File: src/include/ntcp_pkg.sv
// Purpose: shared constants and types for the network time capture port
// Assumes: 50 MHz core clock, 115200 baud host serial port
// Notes: time packet = flag, source byte, six time bytes (msb first), flag
package ntcp_pkg;
  localparam int unsigned CLK_MHZ = 50;
  localparam int unsigned CLK_HZ = 50_000_000;
  localparam int unsigned BAUD_RATE = 115200;
  localparam logic [15:0] BIT_CYCLES = 16'(CLK_HZ / BAUD_RATE);
  // request processing delay before a requested timestamp is taken
  localparam int unsigned PROC_TIME_US = 2000;
  localparam int unsigned PROC_CYCLES_DEF = PROC_TIME_US * CLK_MHZ;
  // transmit interpacket gap, least time, rounded up
  localparam int unsigned GAP_TIME_NS = 1000;
  localparam logic [15:0] GAP_CYCLES = 16'((GAP_TIME_NS * CLK_MHZ + 999) / 1000);
  // link stays awake this long after the last handshake activity
  localparam int unsigned AWAKE_TIME_US = 10;
  localparam logic [15:0] AWAKE_CYCLES = 16'(AWAKE_TIME_US * CLK_MHZ);
  localparam int unsigned TIME_W = 48;
  localparam int unsigned FIFO_W = 8;
  localparam int unsigned FIFO_DEPTH = 32;
  localparam logic [7:0] HDLC_FLAG = 8'h7e;
  localparam logic [7:0] HDLC_ESC = 8'h7d;
  localparam logic [7:0] HDLC_XOR = 8'h20;
  localparam logic [7:0] SRC_STROBE = 8'h01;
  localparam logic [7:0] SRC_REQUEST = 8'h02;
  localparam logic [3:0] IDX_OPEN = 4'h0;
  localparam logic [3:0] IDX_SRC = 4'h1;
  localparam logic [3:0] IDX_TIME0 = 4'h2;
  localparam logic [3:0] IDX_CLOSE = 4'h8;
  localparam logic [3:0] BIT_START = 4'h0;
  localparam logic [3:0] BIT_STOP = 4'h9;
  localparam int unsigned PIN_STROBE = 0;
  localparam int unsigned PIN_CTS = 1;
  localparam int unsigned PIN_RXREQ = 2;
  localparam logic [2:0] PINS_IDLE = 3'h7;
  typedef enum logic [1:0] {
    B_IDLE = 2'b00,
    B_DELAY = 2'b01,
    B_PUSH = 2'b11,
    B_HOLD = 2'b10
  } ntcp_build_t;
  typedef enum logic [1:0] {
    T_IDLE = 2'b00,
    T_REQ = 2'b01,
    T_SEND = 2'b11,
    T_GAP = 2'b10
  } ntcp_tx_t;
endpackage

File: src/core/ntcp_fifo.sv
// Purpose: byte fifo between packet builder and serial transmitter
// Assumes: synchronous active-high reset, shared clock enable
// Notes: out_data is valid whenever out_valid is high
`timescale 1ns/10ps
module ntcp_fifo #(
  parameter int unsigned WIDTH = 8,
  parameter int unsigned DEPTH = 32
) (
  input wire logic clk,
  input wire logic reset,
  input wire logic clk_en,
  input wire logic in_valid,
  output logic in_ready,
  input wire logic [WIDTH-1:0] in_data,
  output logic out_valid,
  input wire logic out_ready,
  output logic [WIDTH-1:0] out_data
);
  localparam int unsigned AW = $clog2(DEPTH);
  logic [WIDTH-1:0] mem [DEPTH];
  logic [AW-1:0] wr_ptr;
  logic [AW-1:0] rd_ptr;
  logic [AW:0] count;
  logic push;
  logic pop;

  assign in_ready = count != (AW+1)'(DEPTH);
  assign out_valid = count != '0;
  assign out_data = mem[rd_ptr];
  assign push = clk_en && in_valid && in_ready;
  assign pop = clk_en && out_valid && out_ready;

  always_ff @(posedge clk) begin
    if (push) begin
      mem[wr_ptr] <= in_data;
    end
  end

  always_ff @(posedge clk) begin
    if (reset) begin
      wr_ptr <= '0;
      rd_ptr <= '0;
      count <= '0;
    end else begin
      if (push) begin
        wr_ptr <= (wr_ptr == AW'(DEPTH - 1)) ? '0 : wr_ptr + 1'b1;
      end
      if (pop) begin
        rd_ptr <= (rd_ptr == AW'(DEPTH - 1)) ? '0 : rd_ptr + 1'b1;
      end
      if (push && !pop) begin
        count <= count + 1'b1;
      end else if (pop && !push) begin
        count <= count - 1'b1;
      end
    end
  end
endmodule

File: src/core/ntcp_capture_port.sv
// Purpose: network time capture and time packet report over the host serial port
// Assumes: network_time and read_time_req come from logic on clk; handshake pins are asynchronous
// Notes: one packet in flight at a time; strobes while busy are ignored
`timescale 1ns/10ps
module ntcp_capture_port import ntcp_pkg::*; #(
  parameter int unsigned PROC_CYCLES = PROC_CYCLES_DEF
) (
  input wire logic clk,
  input wire logic reset,
  input wire logic clk_en,
  input wire logic [TIME_W-1:0] network_time,
  input wire logic read_time_req,
  input wire logic time_capture_strobe_n,
  input wire logic host_tx_clear_n,
  input wire logic host_rx_request_n,
  output logic host_tx_request_n,
  output logic host_rx_clear_n,
  output logic host_tx_data,
  output logic link_awake,
  output logic busy
);
  logic [2:0] pin_s1;
  logic [2:0] pin_s2;
  logic [2:0] pin_s3;
  logic [2:0] pin_lvl;
  logic strobe_rise;
  logic cts_low;
  logic rx_req_low;
  ntcp_build_t bstate;
  ntcp_tx_t tstate;
  logic [TIME_W-1:0] latched_time;
  logic [TIME_W-1:0] time_sh;
  logic [7:0] pkt_src;
  logic [31:0] proc_cnt;
  logic req_pending;
  logic req_taken;
  logic [3:0] build_idx;
  logic esc_pend;
  logic pkt_done;
  logic [7:0] raw_byte;
  logic needs_esc;
  logic fifo_in_valid;
  logic fifo_in_ready;
  logic [FIFO_W-1:0] fifo_in_data;
  logic fifo_out_valid;
  logic fifo_out_ready;
  logic [FIFO_W-1:0] fifo_out_data;
  logic shifting;
  logic [9:0] shreg;
  logic [3:0] bit_idx;
  logic [15:0] bit_cnt;
  logic [15:0] gap_cnt;
  logic [15:0] wake_cnt;
  logic tx_done;

  // three-stage pin synchronisers, level accepted when stages two and three agree
  always_ff @(posedge clk) begin
    if (reset) begin
      pin_s1 <= PINS_IDLE;
      pin_s2 <= PINS_IDLE;
      pin_s3 <= PINS_IDLE;
      pin_lvl <= PINS_IDLE;
    end else if (clk_en) begin
      pin_s1 <= {host_rx_request_n, host_tx_clear_n, time_capture_strobe_n};
      pin_s2 <= pin_s1;
      pin_s3 <= pin_s2;
      pin_lvl <= (pin_s2 & pin_s3) | (pin_lvl & (pin_s2 ^ pin_s3));
    end
  end

  assign strobe_rise = pin_s2[PIN_STROBE] && pin_s3[PIN_STROBE] && !pin_lvl[PIN_STROBE];
  assign cts_low = !pin_lvl[PIN_CTS];
  assign rx_req_low = !pin_lvl[PIN_RXREQ];

  // read-time request waits here; a new request beats the clear
  assign req_taken = clk_en && bstate == B_DELAY && !strobe_rise && proc_cnt == 32'(PROC_CYCLES - 1);
  always_ff @(posedge clk) begin
    if (reset) begin
      req_pending <= 1'b0;
    end else if (clk_en) begin
      req_pending <= read_time_req || (req_pending && !req_taken);
    end
  end

  // packet byte source
  assign time_sh = latched_time << {build_idx - IDX_TIME0, 3'b000};
  always_comb begin
    if (build_idx == IDX_OPEN || build_idx == IDX_CLOSE) begin
      raw_byte = HDLC_FLAG;
    end else if (build_idx == IDX_SRC) begin
      raw_byte = pkt_src;
    end else begin
      raw_byte = time_sh[TIME_W-1 -: 8];
    end
  end
  assign needs_esc = build_idx != IDX_OPEN && build_idx != IDX_CLOSE &&
                     (raw_byte == HDLC_FLAG || raw_byte == HDLC_ESC);
  assign fifo_in_data = esc_pend ? (raw_byte ^ HDLC_XOR) : (needs_esc ? HDLC_ESC : raw_byte);
  assign fifo_in_valid = bstate == B_PUSH;

  // capture and packet build
  always_ff @(posedge clk) begin
    if (reset) begin
      bstate <= B_IDLE;
      latched_time <= '0;
      pkt_src <= SRC_STROBE;
      proc_cnt <= '0;
      build_idx <= IDX_OPEN;
      esc_pend <= 1'b0;
      pkt_done <= 1'b0;
      busy <= 1'b0;
    end else if (clk_en) begin
      if (tstate == T_REQ && cts_low) begin
        pkt_done <= 1'b0;
      end
      if (tx_done) begin
        busy <= 1'b0;
      end
      case (bstate)
        B_IDLE, B_DELAY: begin
          proc_cnt <= (bstate == B_IDLE) ? '0 : proc_cnt + 32'h1;
          if (strobe_rise || req_taken) begin
            latched_time <= network_time;
            pkt_src <= strobe_rise ? SRC_STROBE : SRC_REQUEST;
            busy <= 1'b1;
            build_idx <= IDX_OPEN;
            bstate <= B_PUSH;
          end else if (req_pending) begin
            bstate <= B_DELAY;
          end
        end
        B_PUSH: begin
          if (fifo_in_ready) begin
            if (needs_esc && !esc_pend) begin
              esc_pend <= 1'b1;
            end else begin
              esc_pend <= 1'b0;
              build_idx <= build_idx + 4'h1;
              if (build_idx == IDX_CLOSE) begin
                pkt_done <= 1'b1;
                bstate <= B_HOLD;
              end
            end
          end
        end
        B_HOLD: begin
          if (!busy) begin
            bstate <= B_IDLE;
          end
        end
        default: bstate <= B_IDLE;
      endcase
    end
  end

  ntcp_fifo #(.WIDTH(FIFO_W), .DEPTH(FIFO_DEPTH)) u_fifo (
    .clk(clk),
    .reset(reset),
    .clk_en(clk_en),
    .in_valid(fifo_in_valid),
    .in_ready(fifo_in_ready),
    .in_data(fifo_in_data),
    .out_valid(fifo_out_valid),
    .out_ready(fifo_out_ready),
    .out_data(fifo_out_data)
  );

  assign fifo_out_ready = tstate == T_SEND && !shifting;

  // transmit handshake and serialiser
  always_ff @(posedge clk) begin
    if (reset) begin
      tstate <= T_IDLE;
      host_tx_request_n <= 1'b1;
      host_tx_data <= 1'b1;
      shifting <= 1'b0;
      shreg <= '1;
      bit_idx <= BIT_START;
      bit_cnt <= '0;
      gap_cnt <= '0;
      tx_done <= 1'b0;
    end else if (clk_en) begin
      tx_done <= 1'b0;
      case (tstate)
        T_IDLE: begin
          if (pkt_done && link_awake) begin
            host_tx_request_n <= 1'b0;
            tstate <= T_REQ;
          end
        end
        T_REQ: begin
          if (cts_low) begin
            tstate <= T_SEND;
          end
        end
        T_SEND: begin
          if (!shifting) begin
            if (fifo_out_valid) begin
              shreg <= {1'b1, fifo_out_data, 1'b0};
              host_tx_data <= 1'b0;
              bit_idx <= BIT_START;
              bit_cnt <= '0;
              shifting <= 1'b1;
            end else begin
              host_tx_request_n <= 1'b1;
              tx_done <= 1'b1;
              gap_cnt <= '0;
              tstate <= T_GAP;
            end
          end else if (bit_cnt == BIT_CYCLES - 16'h1) begin
            bit_cnt <= '0;
            if (bit_idx == BIT_STOP) begin
              shifting <= 1'b0;
            end else begin
              shreg <= {1'b1, shreg[9:1]};
              host_tx_data <= shreg[1];
              bit_idx <= bit_idx + 4'h1;
            end
          end else begin
            bit_cnt <= bit_cnt + 16'h1;
          end
        end
        T_GAP: begin
          gap_cnt <= gap_cnt + 16'h1;
          if (gap_cnt == GAP_CYCLES - 16'h1) begin
            tstate <= T_IDLE;
          end
        end
        default: tstate <= T_IDLE;
      endcase
    end
  end

  // link wake and receive clear answer
  always_ff @(posedge clk) begin
    if (reset) begin
      link_awake <= 1'b0;
      wake_cnt <= '0;
      host_rx_clear_n <= 1'b1;
    end else if (clk_en) begin
      if (rx_req_low || pkt_done || tstate != T_IDLE) begin
        link_awake <= 1'b1;
        wake_cnt <= AWAKE_CYCLES;
      end else if (wake_cnt != '0) begin
        wake_cnt <= wake_cnt - 16'h1;
      end else begin
        link_awake <= 1'b0;
      end
      host_rx_clear_n <= !(rx_req_low && link_awake);
    end
  end
endmodule

File: config.mk
export PLATFORM = sky130hd
export DESIGN_NAME = ntcp_capture_port
export DESIGN_NICKNAME = d
export VERILOG_FILES = /design/src/include/ntcp_pkg.sv /design/src/core/ntcp_fifo.sv /design/src/core/ntcp_capture_port.sv
export SDC_FILE = /design/constraint.sdc
export NUM_CORES = 1
export LEC_CHECK = 0
export CELL_PAD_IN_SITES_DETAIL_PLACEMENT = 0
export CELL_PAD_IN_SITES_GLOBAL_PLACEMENT = 1
export CORE_MARGIN = 1
export CORE_UTILIZATION = 25
export CTS_CLUSTER_DIAMETER = 80
export CTS_CLUSTER_SIZE = 10
export DETAILED_ROUTE_END_ITERATION = 6
export DONT_BUFFER_PORTS = 1
export PLACE_DENSITY = 0.41
export SLEW_MARGIN = 20
export SYNTH_ARGS = -nofsm -noshare
export SYNTH_HDL_FRONTEND = slang
export SYNTH_HIERARCHICAL = 1
export SYNTH_SLANG_ARGS = --single-unit
File: constraint.sdc
create_clock -name clk -period 4.2 [get_ports clk]
set_input_delay 0.84 -clock clk [delete_from_list [all_inputs] [get_ports clk]]
set_output_delay 0.84 -clock clk [all_outputs]
set_load 0.03 [all_outputs]
After elaboration in Yosys (flattened, before gate mapping):

Memories as Yosys holds them, arrays and structs flattened. A register that Yosys moved wholly into a read port is not among the register bits.
Cells that the tools add are included.

* bits in registers: 196
* bits in writable memories: 256
* bits of input ports: 55
* output and inout bits: 5
* logic and storage cells: 213
* memories kept: 1

* add/sub/neg operators: 11
* eq/ne operators: 32
* shift-type cells: 1
* multiplexer cells: 73
* bitwise gates (word level): 5
* reductions and logical operators: 62

Memory list
* u_fifo.mem: words 32, bits a word 8, read ports 1, clocked after Yosys merged registers in 1, wr ports 1, RTL line ntcp_fifo.sv:20 `logic [WIDTH-1:0] mem [DEPTH];`

Operator list (number)
* $mux W16: 7
* $shl A48 B7 Y48: 1
* $mux W10: 4
* $add A16 B1 Y16 const B: 2
* $add A32 B1 Y32 const B: 1
* $eq A32 B17 Y1 const B: 1
* $mux W32: 1
* $mux W8: 4
* $pmux W16 S2: 1
* $mux W4: 7
* $mux W1: 27
* $mux W2: 12
* $ne A2 B2 Y1 const B: 12
* $mux W5: 4
* $logic_and A1 B1 Y1: 19
* $eq A16 B6 Y1 const B: 1
* $eq A16 B9 Y1 const B: 1
* $eq A8 B7 Y1 const B: 2
* $reduce_bool A16 Y1: 1
* $sub A16 B1 Y16 const B: 1
* $reduce_and A5 Y1: 3
* $reduce_bool A2 Y1: 7
* $mux W6: 2
* $reduce_and A6 Y1: 2
* 32 further kinds: 61

Longest topological paths before layout:

* depth after elaboration: 11
* mapped depth: 12
* gate-level depth less buffers: 10

Cells and area by module:

Netlist, hierarchy kept.

By module, submodules not included
* ntcp_fifo: instances 1, cells an instance 622, area each 11086.9 µm², sequential area each 8107.8 µm²
* ntcp_capture_port: instances 1, cells an instance 967, area each 8051.5 µm², sequential area each 3443.3 µm²

Least setup slack after synthesis:

No wires, ideal clock.

* path type: flip-flop to flip-flop
* start: reg build_idx[1]
* end: mem u_fifo.mem[0][1], data pin
* library setup time: 0.351 ns
* data arrival time: 3.162 ns
* data required time: 3.849 ns
* slack: 0.688 ns
* stages on the path, launching flop included: 11
* path buffers: 2
* period minus slack after synthesis: 3.512 ns
* path through: dfxtp_1 > buf_4 > buf_6 > inv_1 > ha_1 > or2_2 > o21ai_0 > o211a_1 > or2_2 > a2111oi_4 > nor2_1

* word-level cells in the longest chain between the ends: 9
* elaborated cells on any way between the ends: 17
* classes of those cells: add/sub (1); eq/ne (5); shift (1); mux (4); reduce/logical (6)

Ends and longest elaborated chain
* start, declared: RTL line ntcp_capture_port.sv:37 `logic [3:0] build_idx;`
* start signal, assigned: RTL line ntcp_capture_port.sv:138 `build_idx <= build_idx + 4'h1;`
* $sub A4 B2 Y4: RTL line ntcp_capture_port.sv:86 `assign time_sh = latched_time << {build_idx - IDX_TIME0, 3'b000};`
* $shl A48 B7 Y48: RTL line ntcp_capture_port.sv:86
* $mux W8: RTL line ntcp_capture_port.sv:90 `end else if (build_idx == IDX_SRC) begin`
* $mux W8: RTL line ntcp_capture_port.sv:88 `if (build_idx == IDX_OPEN || build_idx == IDX_CLOSE) begin`
* $eq A8 B7 Y1: RTL line ntcp_capture_port.sv:97 `(raw_byte == HDLC_FLAG || raw_byte == HDLC_ESC);`
* $logic_or A1 B1 Y1: RTL line ntcp_capture_port.sv:97
* $logic_and A1 B1 Y1: RTL line ntcp_capture_port.sv:96 `assign needs_esc = build_idx != IDX_OPEN && build_idx != IDX_CLOSE &&`
* $mux W8: RTL line ntcp_capture_port.sv:98 `assign fifo_in_data = esc_pend ? (raw_byte ^ HDLC_XOR) : (needs_esc ? HDLC_ESC : raw_byte);`
* $mux W8 *: RTL line ntcp_capture_port.sv:98
* via fifo_in_data[1]: RTL line ntcp_capture_port.sv:44 `logic [FIFO_W-1:0] fifo_in_data;`
* end, declared: RTL line ntcp_fifo.sv:20

Mark *: on every way through the listed nets, which the timed path passes. The rest lies on a longest branch.

Final worst setup path:

* start: reg u_fifo.count[0]
* end: reg u_fifo.count[5]

* elaborated cells on any way between the ends: 14
* classes of those cells: add/sub (2); eq/ne (1); mux (2); reduce/logical (9)

RTL lines
* start, declared: RTL line ntcp_fifo.sv:23 `logic [AW:0] count;`
* start signal, assigned: RTL line ntcp_fifo.sv:52 `count <= count + 1'b1;`
* start signal, assigned: RTL line ntcp_fifo.sv:54 `count <= count - 1'b1;`
* $ne A6 B6 Y1 *: RTL line ntcp_fifo.sv:27 `assign in_ready = count != (AW+1)'(DEPTH);`
* $logic_and A1 B1 Y1 *: RTL line ntcp_fifo.sv:30 `assign push = clk_en && in_valid && in_ready;`
* via u_fifo.push: RTL line ntcp_fifo.sv:24 `logic push;`
* $logic_not A1 Y1: RTL line ntcp_fifo.sv:53 `end else if (pop && !push) begin`
* $logic_and A1 B1 Y1: RTL line ntcp_fifo.sv:53
* $reduce_bool A2 Y1 (no source line)

Mark *: on every way through the listed nets, which the timed path passes. The rest lies on a longest branch. The select of a mux whose other input is x is not followed.
A chain may end at the register's enable or synchronous reset.

==> results_dict.tcl <==
set metrics [dict create \
    grt_antenna_before_repair 1 \
    hold_violations 0 \
    critical_path_class "reg2reg" \
    first_iter_violations 697 \
    critPathBufInv 2 \
    crit_family "compound AO/OA/AOI/OAI gates" \
    grt_usage_pct 12.7 \
    setup_viol 0 \
    drt-total-wl_um 49400 \
    yosysUniqueCellTypes 73 \
    fill_cells 7796 \
    clk_pin_slew_ns 0.06 \
    cts-root-buf "clkbuf_16" \
    cpMaxStageDelayCell "or4_4" \
    fp.coreArea_mm2 0.0758 \
    synth_flop_cell "edfxtp_1" \
    dpl.hpwl_um 30900 \
    drtAntennaViolNets 0 \
    fmax_mhz 299 \
    rsz0062_at_grt "no" \
    fp.dieW_um 279 \
    multiInputGateArea_mm2 0.00713 \
    critPathMaxStageDelay_ns 0.60 \
    dieArea_mm2 0.0777 \
    cp_data_required_time_ns 4.68 \
    syn_inst 1589 \
    grt_pass1_wl_um 75500 \
    outcome "finished, final reports clean" \
    clockBufferDepth 3 \
    nNetsFinal 1666 \
    place_congestion 0.724 \
    fp.dieH_um 279 \
    cellPowerDensity_mw_per_mm2 433 \
    max-vdd-ir-drop_mv 0.297 \
    worstMarginPinSlew_ns 0.946 \
    endpoint_kind "flip-flop" \
    regArea_mm2 0.0116 \
    synth_seq_cells 449 \
    n_antenna_cell 0 \
    post_drt_wl_per_cell_um 19.1 \
    max_slew_margin_pct 36.8 \
    numCtsBuffers 51 \
    dp_cells 2507 \
    finalCritPeriodShare_pct 79.7 \
    post_cts_buffers 0 \
    final_area_mm2 0.0217 \
    async_flop_share_pct 0 \
    skew_ns 0.0320 \
    placedInstanceArea_mm2 0.0202 \
    final_util_pct 28.6 \
    setup_tns_ns 0 \
    ys_warn_count 6 \
    yosys.area.top_type "edfxtp_1" \
    synth_edf_count 256 \
    worstPathArrival_ns 3.82 \
    start_kind "flip-flop" \
    grt_overflow 0 \
    vias 11900 \
    cts.sinks 449 \
    power.leakage_nw 6.81 \
    port_buffers 0 \
    drc 0 \
    drive_gt1_share_pct 9.35 \
    synth_fp_nets 1673 \
    cts_hold_buf 0 \
    instances_no_fill 2593 \
    rows 101 \
    viasPerCell 4.61 \
    cp_max_fo 9 \
    initial_core_util_pct 25.2 \
    ys_seq_area_share_pct 60.4 \
    htreeDepth 2 \
    clk_latency_ns 0.62 \
    synth_area_mm2 0.0191 \
    max_cap_viol_count 0 \
    grt_pass1_vias 11900 \
    syn_area_per_cell_um2 12.0 \
    worstPathCellList "or4_4 -> o311ai_4 -> inv_4 -> ha_1 -> inv_1 -> ha_1 -> a211o_1 -> a21oi_1 -> nand4b_1 -> mux2_1" \
    cts_tree "done" \
    path_common_cell "ha_1" \
    ctsResizeCount 0 \
    synth_area_leaders "edfxtp_1 40%, dfxtp_1 20%, mux2i_1 4.8%, mux4_2 4.1%, nand2_1 3.3%" \
    syn_to_final_growth_pct 13.4 \
    drv_slew 0 \
    grt_max_degree 142 \
    dr.pass1.iters 5 \
    synth.top_cell.area_share_pct 40.2 \
    hold_class "in2reg" \
    num_io_pins 60 \
    fin_crit_ns 3.35 \
]
-- final timing paths --
check                                 startpoint  depth (start not counted)  slack [ns]               end
worst max-delay path             u_fifo/count[0]                         10        0.85   u_fifo/count[5]
worst min register to register  latched_time[11]                          2        0.45  latched_time[11]
worst min-delay path                       reset                          1        0.31       wake_cnt[4]
worst max register to register   u_fifo/count[0]                         10        0.85   u_fifo/count[5]
-- cell families (layout without fill, tap and decap cells) --
logic type	after synthesis	count (layout)	share of synthesized area (%)
muxes	132	132	9.24
and+or+nand+nor	559	559	14.3
adders and majority gates	29	29	1.94
xor gates and xnor gates	58	58	2.65
AOI/OAI and AO/OA	254	254	9.02
DFF	449	449	60.4
buffers and inverters	108	134	2.51
-- through the flow --
stage,total power (W),hold WS (ns),setup slack [ns]
floorplan,0.00530,0.427,0.688
global placement,0.00538,0.436,0.865
detailed placement,0.00538,0.444,0.835
CTS,0.00961,0.271,0.830
global route,0.00984,0.270,0.615
finish,0.00940,0.309,0.853
-- where the power goes --
group / switching (W) / internal [W]
combinational: 0.000272 / 0.000236
clock: 0.00184 / 0.00228
sequential: 0.0000822 / 0.00469
total: 0.00220 / 0.00721
-- layer usage --
layer	up-vias	global-route usage [%]	wire length, um
met5	-	0	13
met4	2	3.55	1070
met3	75	2.25	1570
met2	131	20.3	23000
met1	5872	17.6	23800
li1	5861	-	-
-- cell usage in the layout (no fill, tap or decap), types with 21 or more instances in the layout --
master / count
edfxtp_1: 256
dfxtp_1: 191
nand2_1: 169
nor2_1: 142
a21oi_1: 98
mux2i_1: 92
nand3_1: 57
clkbuf_16: 51
a22oi_1: 42
xor2_1: 37
mux4_2: 35
nor3_1: 29
clkbuf_1: 29
ha_1: 28
o21ai_0: 23
buf_4: 23
inv_1: 22
a211o_1: 21
-- cell usage after synthesis (7+ instances only) --
| cell | instances |
|---|---|
| edfxtp_1 | 256 |
| dfxtp_1 | 193 |
| nand2_1 | 170 |
| nor2_1 | 143 |
| a21oi_1 | 98 |
| mux2i_1 | 92 |
| nand3_1 | 57 |
| clkbuf_1 | 53 |
| a22oi_1 | 42 |
| xor2_1 | 37 |
| mux4_2 | 35 |
| nor3_1 | 29 |
| ha_1 | 28 |
| o21ai_0 | 24 |
| inv_1 | 22 |
| a211o_1 | 21 |
| xnor2_1 | 21 |
| nor2b_1 | 20 |
| buf_2 | 19 |
| or3_1 | 19 |
| and3_1 | 17 |
| nand4_1 | 16 |
| nor4_1 | 14 |
| nand2b_1 | 12 |
| a221oi_1 | 11 |
| a22o_1 | 8 |
| nand3b_1 | 8 |
| a31oi_1 | 7 |
| or4_1 | 7 |
-- flip-flops by register name, summed over array words and instances, names as in the netlist, 6 cells and up, named ones only --
signal,flops
latched_time,48
proc_cnt,32
shreg,8
u_fifo/mem,256
bit_cnt,16
wake_cnt,16
u_fifo/count,6
gap_cnt,16
-- cell type report --
cell class / count / share of cell area (%)
clock buffer: 81 / 6.45
sequential: 449 / 53.3
clock inverter: 5 / 0.398
inverter: 23 / 0.409
tap: 978 / 5.64
timing repair buffer: 25 / 0.980
multi-input combinational: 1032 / 32.9
Note: power is estimated with default switching activity, not from simulation.
